`config.mk`:
```
export PLATFORM = sky130hd
export DESIGN_NAME = rtcai_top
export DESIGN_NICKNAME = d
export VERILOG_FILES = /design/src/rtcai_pkg.sv /design/src/rtcai_top.sv
export SDC_FILE = /design/constraint.sdc
export NUM_CORES = 1
export LEC_CHECK = 0
export BUFFER_PORTS_ARGS = -buffer_cell sky130_fd_sc_hd__buf_2
export CORE_UTILIZATION = 30
export CTS_CLUSTER_DIAMETER = 200
export DETAILED_ROUTE_END_ITERATION = 10
export PLACE_DENSITY = 0.45
export SLEW_MARGIN = 20
export SYNTH_ARGS = -nofsm -noshare
export SYNTH_HDL_FRONTEND = slang
export SYNTH_SLANG_ARGS = --single-unit
```
`constraint.sdc`:
```
create_clock -name clk -period 3.5 [get_ports clk]
set_input_delay 0.7 -clock clk [delete_from_list [all_inputs] [get_ports clk]]
set_output_delay 0.7 -clock clk [all_outputs]
set_load 0.005 [all_outputs]
```
`src/rtcai_pkg.sv`:
```
package rtcai_pkg;

   // ------------------------------------------------------------
   // register map (word offsets on the plain register port)
   // ------------------------------------------------------------
   localparam logic [3:0] RTCAI_OFF_TIME = 4'h0;
   localparam logic [3:0] RTCAI_OFF_ALM0 = 4'h1;
   localparam logic [3:0] RTCAI_OFF_ALM1 = 4'h2;
   localparam logic [3:0] RTCAI_OFF_CTRL = 4'h3;
   localparam logic [3:0] RTCAI_OFF_STAT = 4'h4;
   localparam logic [3:0] RTCAI_OFF_MASK = 4'h5;

   // ------------------------------------------------------------
   // field positions
   // ------------------------------------------------------------
   localparam int RTCAI_CTRL_EN0 = 0;
   localparam int RTCAI_CTRL_EN1 = 1;
   localparam int RTCAI_CTRL_SHARED = 2;
   localparam int RTCAI_CTRL_SQW = 3;
   localparam int RTCAI_ST_ALM0 = 0;
   localparam int RTCAI_ST_ALM1 = 1;
   localparam int RTCAI_ST_OSF = 2;
   localparam int RTCAI_ALM_DC_LSB = 28;

   // ------------------------------------------------------------
   // reset values
   // ------------------------------------------------------------
   localparam logic [3:0] RTCAI_CTRL_RST = 4'h0;
   localparam logic [2:0] RTCAI_STAT_RST = 3'h0;
   localparam logic [2:0] RTCAI_MASK_RST = 3'h0;
   localparam logic [31:0] RTCAI_ALM_RST = 32'h0;
   localparam logic [1:0] RTCAI_MATCH_D_RST = 2'h3;

   // ------------------------------------------------------------
   // timing
   // ------------------------------------------------------------
   localparam longint RTCAI_CLK_HZ = 250000000;
   localparam longint RTCAI_OSF_TYP_MS = 25;
   localparam longint RTCAI_OSF_MAX_MS = 100;
   localparam longint RTCAI_OSF_CYC = RTCAI_CLK_HZ * RTCAI_OSF_TYP_MS / 1000;
   localparam longint RTCAI_XTAL_HZ = 32768;
   localparam longint RTCAI_XTAL_HALF_CYC = RTCAI_CLK_HZ / (2 * RTCAI_XTAL_HZ);

   // time word: day[27:24] hours[23:16] minutes[15:8] seconds[7:0]
   typedef struct packed {
      logic [3:0] day;
      logic [7:0] hours;
      logic [7:0] minutes;
      logic [7:0] seconds;
   } rtcai_time_t;

   // alarm word: don't-care per field (day,hr,min,sec) then match value
   typedef struct packed {
      logic [3:0] dont_care;
      rtcai_time_t value;
   } rtcai_alarm_t;

endpackage : rtcai_pkg

```
`src/rtcai_top.sv`:
```
`timescale 1ns/1ps
`default_nettype none
module rtcai_top
   import rtcai_pkg::*;
#(
   parameter longint OSF_CYC = RTCAI_OSF_CYC
)
(
   input wire logic clk,
   input wire logic arst_n,
   input wire logic [3:0] reg_addr,
   input wire logic [31:0] reg_wdata,
   input wire logic reg_wr,
   input wire logic reg_rd,
   output logic [31:0] reg_rdata,
   input wire logic [31:0] cur_time,
   input wire logic xtal_in,
   output logic alarm_irq_out_a_o,
   output logic alarm_irq_out_a_oe,
   output logic alarm_irq_out_b_o,
   output logic alarm_irq_out_b_oe,
   output logic irq
);

   // ------------------------------------------------------------
   // state
   // ------------------------------------------------------------
   rtcai_alarm_t alm_r [2];
   rtcai_alarm_t alm_nxt [2];
   logic [3:0] ctrl_r, ctrl_nxt;
   logic [2:0] stat_r, stat_nxt;
   logic [2:0] mask_r, mask_nxt;
   logic [31:0] rdata_nxt;
   wire [1:0] match;
   logic [1:0] match_d_r;
   logic xs1_r, xs2_r, xs3_r;
   logic [31:0] stop_cnt_r, stop_cnt_nxt;
   logic [15:0] sq_cnt_r, sq_cnt_nxt;
   logic sq_r, sq_nxt;
   logic a_oe_nxt, b_oe_nxt, irq_nxt;
   logic [1:0] alm_evt;
   logic osf_evt;
   rtcai_time_t now;

   assign now = rtcai_time_t'(cur_time[27:0]);

   // ------------------------------------------------------------
   // alarm compare, one per alarm
   // ------------------------------------------------------------
   genvar gi;
   generate
      for (gi = 0; gi < 2; gi++)
      begin : g_cmp
         assign match[gi] = (alm_r[gi].dont_care[3] || alm_r[gi].value.day == now.day) &&
                            (alm_r[gi].dont_care[2] || alm_r[gi].value.hours == now.hours) &&
                            (alm_r[gi].dont_care[1] || alm_r[gi].value.minutes == now.minutes) &&
                            (alm_r[gi].dont_care[0] || alm_r[gi].value.seconds == now.seconds);
      end
   endgenerate

   // a match lasts as long as the time word matches; flag only its rising edge
   assign alm_evt = match & ~match_d_r;
   // crystal sampled in: stop counter clears on every crystal edge
   assign osf_evt = (stop_cnt_r == 32'(OSF_CYC - 1));

   // ------------------------------------------------------------
   // register file: alarms, control, status, mask, read data
   // ------------------------------------------------------------
   always_comb
   begin
      alm_nxt = alm_r;
      ctrl_nxt = ctrl_r;
      mask_nxt = mask_r;
      stat_nxt = stat_r;
      rdata_nxt = 32'h0;
      if (reg_wr)
      begin
         unique case (reg_addr)
            RTCAI_OFF_ALM0: alm_nxt[0] = rtcai_alarm_t'(reg_wdata);
            RTCAI_OFF_ALM1: alm_nxt[1] = rtcai_alarm_t'(reg_wdata);
            RTCAI_OFF_CTRL: ctrl_nxt = reg_wdata[3:0];
            RTCAI_OFF_STAT: stat_nxt = stat_r & ~reg_wdata[2:0];
            RTCAI_OFF_MASK: mask_nxt = reg_wdata[2:0];
            default: ;
         endcase
      end
      // set wins over a clear in the same cycle
      stat_nxt[RTCAI_ST_ALM0] = stat_nxt[RTCAI_ST_ALM0] | alm_evt[0];
      stat_nxt[RTCAI_ST_ALM1] = stat_nxt[RTCAI_ST_ALM1] | alm_evt[1];
      stat_nxt[RTCAI_ST_OSF] = stat_nxt[RTCAI_ST_OSF] | osf_evt;
      if (reg_rd)
      begin
         unique case (reg_addr)
            RTCAI_OFF_TIME: rdata_nxt = cur_time;
            RTCAI_OFF_ALM0: rdata_nxt = alm_r[0];
            RTCAI_OFF_ALM1: rdata_nxt = alm_r[1];
            RTCAI_OFF_CTRL: rdata_nxt = {28'h0, ctrl_r};
            RTCAI_OFF_STAT: rdata_nxt = {29'h0, stat_r};
            RTCAI_OFF_MASK: rdata_nxt = {29'h0, mask_r};
            default: rdata_nxt = 32'h0;
         endcase
      end
   end

   always_ff @(posedge clk or negedge arst_n)
   begin
      if (!arst_n)
      begin
         alm_r[0] <= RTCAI_ALM_RST;
         alm_r[1] <= RTCAI_ALM_RST;
         ctrl_r <= RTCAI_CTRL_RST;
         stat_r <= RTCAI_STAT_RST;
         mask_r <= RTCAI_MASK_RST;
         reg_rdata <= 32'h0;
         // reset alarms equal the reset time word: a match standing at release is no event
         match_d_r <= RTCAI_MATCH_D_RST;
      end
      else
      begin
         alm_r <= alm_nxt;
         ctrl_r <= ctrl_nxt;
         stat_r <= stat_nxt;
         mask_r <= mask_nxt;
         reg_rdata <= rdata_nxt;
         match_d_r <= match;
      end
   end

   // ------------------------------------------------------------
   // oscillator stop detector
   // ------------------------------------------------------------
   always_comb
   begin
      // count while no crystal edge, saturate at the interval
      if (xs2_r != xs3_r)
         stop_cnt_nxt = 32'h0;
      else if (stop_cnt_r < 32'(OSF_CYC))
         stop_cnt_nxt = stop_cnt_r + 32'h1;
      else
         stop_cnt_nxt = stop_cnt_r;
   end

   // two flops resynchronise the crystal pin; the third only delays for the edge compare
   always_ff @(posedge clk or negedge arst_n)
   begin
      if (!arst_n)
      begin
         xs1_r <= 1'b0;
         xs2_r <= 1'b0;
         xs3_r <= 1'b0;
         stop_cnt_r <= 32'h0;
      end
      else
      begin
         xs1_r <= xtal_in;
         xs2_r <= xs1_r;
         xs3_r <= xs2_r;
         stop_cnt_r <= stop_cnt_nxt;
      end
   end

   // ------------------------------------------------------------
   // square wave
   // ------------------------------------------------------------
   always_comb
   begin
      // made from the system clock, so it keeps running when the crystal stops
      if (sq_cnt_r == 16'(RTCAI_XTAL_HALF_CYC - 1))
      begin
         sq_cnt_nxt = 16'h0;
         sq_nxt = ~sq_r;
      end
      else
      begin
         sq_cnt_nxt = sq_cnt_r + 16'h1;
         sq_nxt = sq_r;
      end
   end

   always_ff @(posedge clk or negedge arst_n)
   begin
      if (!arst_n)
      begin
         sq_cnt_r <= 16'h0;
         sq_r <= 1'b0;
      end
      else
      begin
         sq_cnt_r <= sq_cnt_nxt;
         sq_r <= sq_nxt;
      end
   end

   // ------------------------------------------------------------
   // interrupt pins and level interrupt
   // ------------------------------------------------------------
   always_comb
   begin
      // open drain: oe high pulls the line low, output data is always 0
      a_oe_nxt = ctrl_r[RTCAI_CTRL_EN0] && (stat_r[RTCAI_ST_ALM0] ||
                 (ctrl_r[RTCAI_CTRL_SHARED] && stat_r[RTCAI_ST_ALM1]));
      if (ctrl_r[RTCAI_CTRL_SQW])
         b_oe_nxt = ~sq_r;
      else
         b_oe_nxt = ctrl_r[RTCAI_CTRL_EN1] && stat_r[RTCAI_ST_ALM1] &&
                    !ctrl_r[RTCAI_CTRL_SHARED];
      irq_nxt = |(stat_r & mask_r);
   end

   always_ff @(posedge clk or negedge arst_n)
   begin
      if (!arst_n)
      begin
         alarm_irq_out_a_oe <= 1'b0;
         alarm_irq_out_b_oe <= 1'b0;
         alarm_irq_out_a_o <= 1'b0;
         alarm_irq_out_b_o <= 1'b0;
         irq <= 1'b0;
      end
      else
      begin
         alarm_irq_out_a_oe <= a_oe_nxt;
         alarm_irq_out_b_oe <= b_oe_nxt;
         alarm_irq_out_a_o <= 1'b0;
         alarm_irq_out_b_o <= 1'b0;
         irq <= irq_nxt;
      end
   end

endmodule // rtcai_top
`default_nettype wire

```
; ---- After elaboration in Yosys (flattened, before gate mapping)
; Index checks and enable logic that the tools add are counted.
[totals]
regBits = 163
in_bits = 73
out_inout_bits = 37
word_cells = 87
[op_classes]
add_sub_neg = 2
order_cmp = 1
eq_ne = 16
n_mux = 8
bitwise_logic = 9
n_reduce_logical = 27
[op_table]
columns = cell, n
row1 = $pmux 32 s6, 1
row2 = $mux 32, 3
row3 = $eq 8x8->1, 6
row4 = $add 32x1->32 const B, 1
row5 = $eq 32x23->1 const B, 1
row6 = $lt 32x23->1 const B, 1
row7 = $add 16x1->16 const B, 1
row8 = $eq 16x12->1 const B, 1
row9 = $mux 16, 1
row10 = $logic_and 1x1->1, 10
row11 = $logic_or 1x1->1, 9
row12 = $eq 4x2->1 const B, 2
row13 = $eq 4x3->1 const B, 2
row14 = $eq 4x4->1, 2
row15 = $reduce_and 2->1, 4
row16 = $and 3x3->3, 2
row17 = $mux 3, 2
row18 = $eq 4x1->1 const B, 1
row19 = $logic_not 4->1, 1
row20 = $not 3->3, 1
row21 = $or 1x1->1, 3
row22 = $reduce_or 3->1, 1
row23 = $and 2x2->2, 1
row24 = $not 2->2, 1
row25 = 5 further kinds, 5

; ---- Logic depth before layout (Yosys ltp)
[logic_depth]
depth_word = 7
mapped_depth = 8
ltp_nobuf = 6

; ---- Worst setup path after synthesis
; OpenSTA, ideal clock, no wires.
[synth_timing]
kind = input to register
from = input reg_addr[0]
to = register alm_r[34] (netlist bit)
arrival_time_ns = 2.043
setup_slack_ns = 1.332
path_stages = 6
n_path_buf = 2
path_cell_list = buf_2 -> nand2b_1 -> nor3_1 -> nand2_1 -> buf_1 -> mux2_2
[synth_between]
elab_chain_len = 2
[synth_lines]
columns = item, line_no
row1 = from (decl), rtcai_top.sv:11  ; input wire logic [3:0] reg_addr,
row2 = $eq 4x1->1, rtcai_top.sv:78  ; unique case (reg_addr)
row3 = $reduce_and 2->1 (no line), -
row4 = to (signal assigned), rtcai_top.sv:120  ; alm_r <= alm_nxt;
row5 = to (decl), rtcai_top.sv:28  ; rtcai_alarm_t alm_r [2];
; Every way passes these cells.
; A chain may end at the register's enable or synchronous reset.

; ---- Final worst setup path
[layout_timing]
from = register stop_cnt_r[27]
to = register stop_cnt_r[11]
[layout_between]
elab_chain_len = 2
[layout_lines]
columns = item, line_no
row1 = from (decl), rtcai_top.sv:37  ; logic [31:0] stop_cnt_r, stop_cnt_nxt;
row2 = from (signal assigned), rtcai_top.sv:158  ; stop_cnt_r <= stop_cnt_nxt;
row3 = $lt 32x23->1, rtcai_top.sv:137  ; else if (stop_cnt_r < 32'(OSF_CYC))
row4 = $reduce_bool 2->1 (no line), -
; Every way passes these cells.

==> flow_summary.toml <==
[critical_path]
crit_buf_inv = 0
arrival_ns = 2.74
worstPathMaxFanout = 29
path_delay_family = "simple AND/OR/NAND/NOR gates"
crit_required_ns = 3.85
critical_path_class = "flop to flop"
worstPathCellList = "nor4_1 -> nand3_2 -> a221o_1 -> or4_1 -> a21oi_1"
end_kind = "flop"
critical_path.max_stage_delay_ns = 0.62
critPathLaunchType = "flop"
critPathSlowestCell = "a221o_1"
r2r_setup_slack_ns = 1.11

[yosys]
ys_seq_area_frac = 0.545
syn-cell-area_sq_um = 7490
synthArstFlopShare = 1.00
yosys_most_used_dff = "dfrtp_1"
avgSynthCellArea_sq_um = 11.7
ys_ff_latch = 163
yosysUniqueCellTypes = 52
netlist_instances = 642
yosys_warnings = 0
synth_edf_count = 0

[pwr]
worst_ir_drop_vdd_uv = 301
power_density_nw_per_um2 = 538
leakage_uw = 0.00406

[cts]
numCtsBuffers = 17
h-tree-depth = 4
clk_latency_ns = 0.44
clkTransAtPathRegs_ns = 0.07
postCtsSetupRepairBufs = 0
cts_tree = "done"
cts_hold_buffers = 0
cts_num_sinks = 163
ctsRootBufferMaster = "clkbuf_16"
cts.path.max_buffers = 2
cts_resized = 0

[timing]
fmax_ghz = 0.418
worst_pin_slew_ns = 0.784
finalSetupViolCount = 0
hold_slack_ns = 0.292
hold_viol = 0
fin_skew_ns = 0.0173
finalCriticalPeriod_ns = 2.39
tns_ns = 0
rsz0062_at_grt = "no"
timing.final.crit_share = 0.683
maxSlewViolCount = 0
relSlewSlack = 0.477

[floorplan]
initial_core_util = 0.307
die_h_microns = 160
coreArea_sq_um = 24400
dieArea_sq_um = 25600
io_pins = 110
die_w_microns = 160
rows = 57

[placement]
gp_congestion = 0.801
numPortBuffers = 107
dp_hpwl_mm = 13.2

[detailed_routing]
firstDrtPassIters = 5
vias = 5455
routed_via_density = 4.99
drc = 0
wire_per_inst_microns = 17.8
dr.first_iter.drc_count = 415
wl_mm = 19.4
ant_nets = 0

[global_routing]
gr-total-overflow = 0
grt_pass1_wl_mm = 31.4
track_usage = 0.158
antenna_found_initial = 7
grt_pass1_vias = 5764
grt_max_degree = 75

[final_layout]
final_nets = 827
syn_to_final_growth_pct = 20.6
drive_gt1_frac = 0.305
fill_cells = 2453
layout_common_cells = "dfrtp_1 (161), buf_2 (106), mux2_2 (71)"
final_common_cell = "dfrtp_1"
regArea_sq_um = 4080
multiInputGateArea_sq_um = 3250

[min_path]
min-delay-path-class = "primary input to async pin"

[status]
status = "finished, final reports clean"

[job]
max-cap-violations = 0
## through the flow
step | total power [uW] | setup slack (ns) | cell area (sq um) | cells | utilization
after floorplan | 2700 | 1.33 | 7490 | 643 | -
final | 4860 | 1.11 | 9030 | 1093 | 0.370
after global placement | 2970 | 1.22 | 8410 | 1056 | 0.345
after CTS | 4930 | 1.12 | 9020 | 1088 | 0.370
after detailed placement | 2990 | 1.13 | 8410 | 1056 | 0.345
after global routing | 5100 | 0.862 | 9020 | 1089 | 0.370
## worst paths after layout
kind                                       end  cells past startpoint      startpoint
worst max-delay path            stop_cnt_r[11]                      5  stop_cnt_r[27]
worst min-delay path                     xs3_r                      1          arst_n
worst max register to register  stop_cnt_r[11]                      5  stop_cnt_r[27]
worst min register to register           xs2_r                      0           xs1_r
max in group asynchronous         match_d_r[1]                      2          arst_n
min in group clk                         xs2_r                      0           xs1_r
## sequential cells by signal, indices dropped and copies added (netlist names)
name,flops
alm_r,64
xs1_r,1
xs2_r,1
reg_rdata,32
sq_cnt_r,16
match_d_r,2
stop_cnt_r,32
sq_r,1
alarm_irq_out_b_oe,1
stat_r,3
alarm_irq_out_a_oe,1
irq,1
ctrl_r,4
mask_r,3
xs3_r,1
## cells by family (layout without fill, tap and decap cells)
kind of cell	after synthesis	after routing	share of synthesized area
and+or+nand+nor	193	193	0.135
other	1	7	0.000501
buffers and inverters	40	161	0.0227
adders and majority gates	3	3	0.00501
muxes	76	76	0.113
AOI/OAI and AO/OA	93	93	0.0932
DFF	163	163	0.545
xor gates and xnor gates	73	73	0.0854
## final cells by class
| type | instances | area share |
|---|---|---|
| Antenna cell | 5 | 0.00139 |
| Clock buffer | 18 | 0.0475 |
| Clock inverter | 14 | 0.0194 |
| Inverter | 9 | 0.00374 |
| Multi-Input combinational cell | 440 | 0.360 |
| Sequential cell | 163 | 0.452 |
| Tap cell | 324 | 0.0449 |
| Timing Repair Buffer | 120 | 0.0708 |
## synth_stat cells (6+ instances only)
master | number | area (sq um)
a21oi_1 | 24 | 120
a222oi_1 | 30 | 300
and2_1 | 13 | 81.3
buf_1 | 6 | 22.5
clkbuf_1 | 18 | 67.6
dfrtp_1 | 161 | 4030
inv_1 | 9 | 33.8
mux2_2 | 71 | 800
nand2_1 | 33 | 124
nand2b_1 | 6 | 37.5
nand3_1 | 13 | 65.1
nand4_1 | 11 | 68.8
nor2_1 | 57 | 214
nor4_1 | 20 | 125
o21ai_0 | 15 | 75.1
or3_1 | 10 | 62.6
or4_1 | 6 | 45.0
xnor2_1 | 20 | 175
xor2_1 | 53 | 464
## power by group
group          leakage [uW]  internal (uW)  total, uW  switching [uW]
combinational       0.00166            333        625             292
clock              0.000285           1070       1910             835
sequential          0.00212           2110       2320             209
total               0.00406           3520       4860            1340
## per-layer routing
metal / GRT usage / wire length [microns] / vias to the layer above
li1: - / - / 2577
met1: 0.199 / 8650 / 2735
met2: 0.260 / 9460 / 119
met3: 0.0483 / 1060 / 22
met4: 0.0494 / 238 / 2
met5: 0 / 13 / -
(Power assumes the default switching activity.)
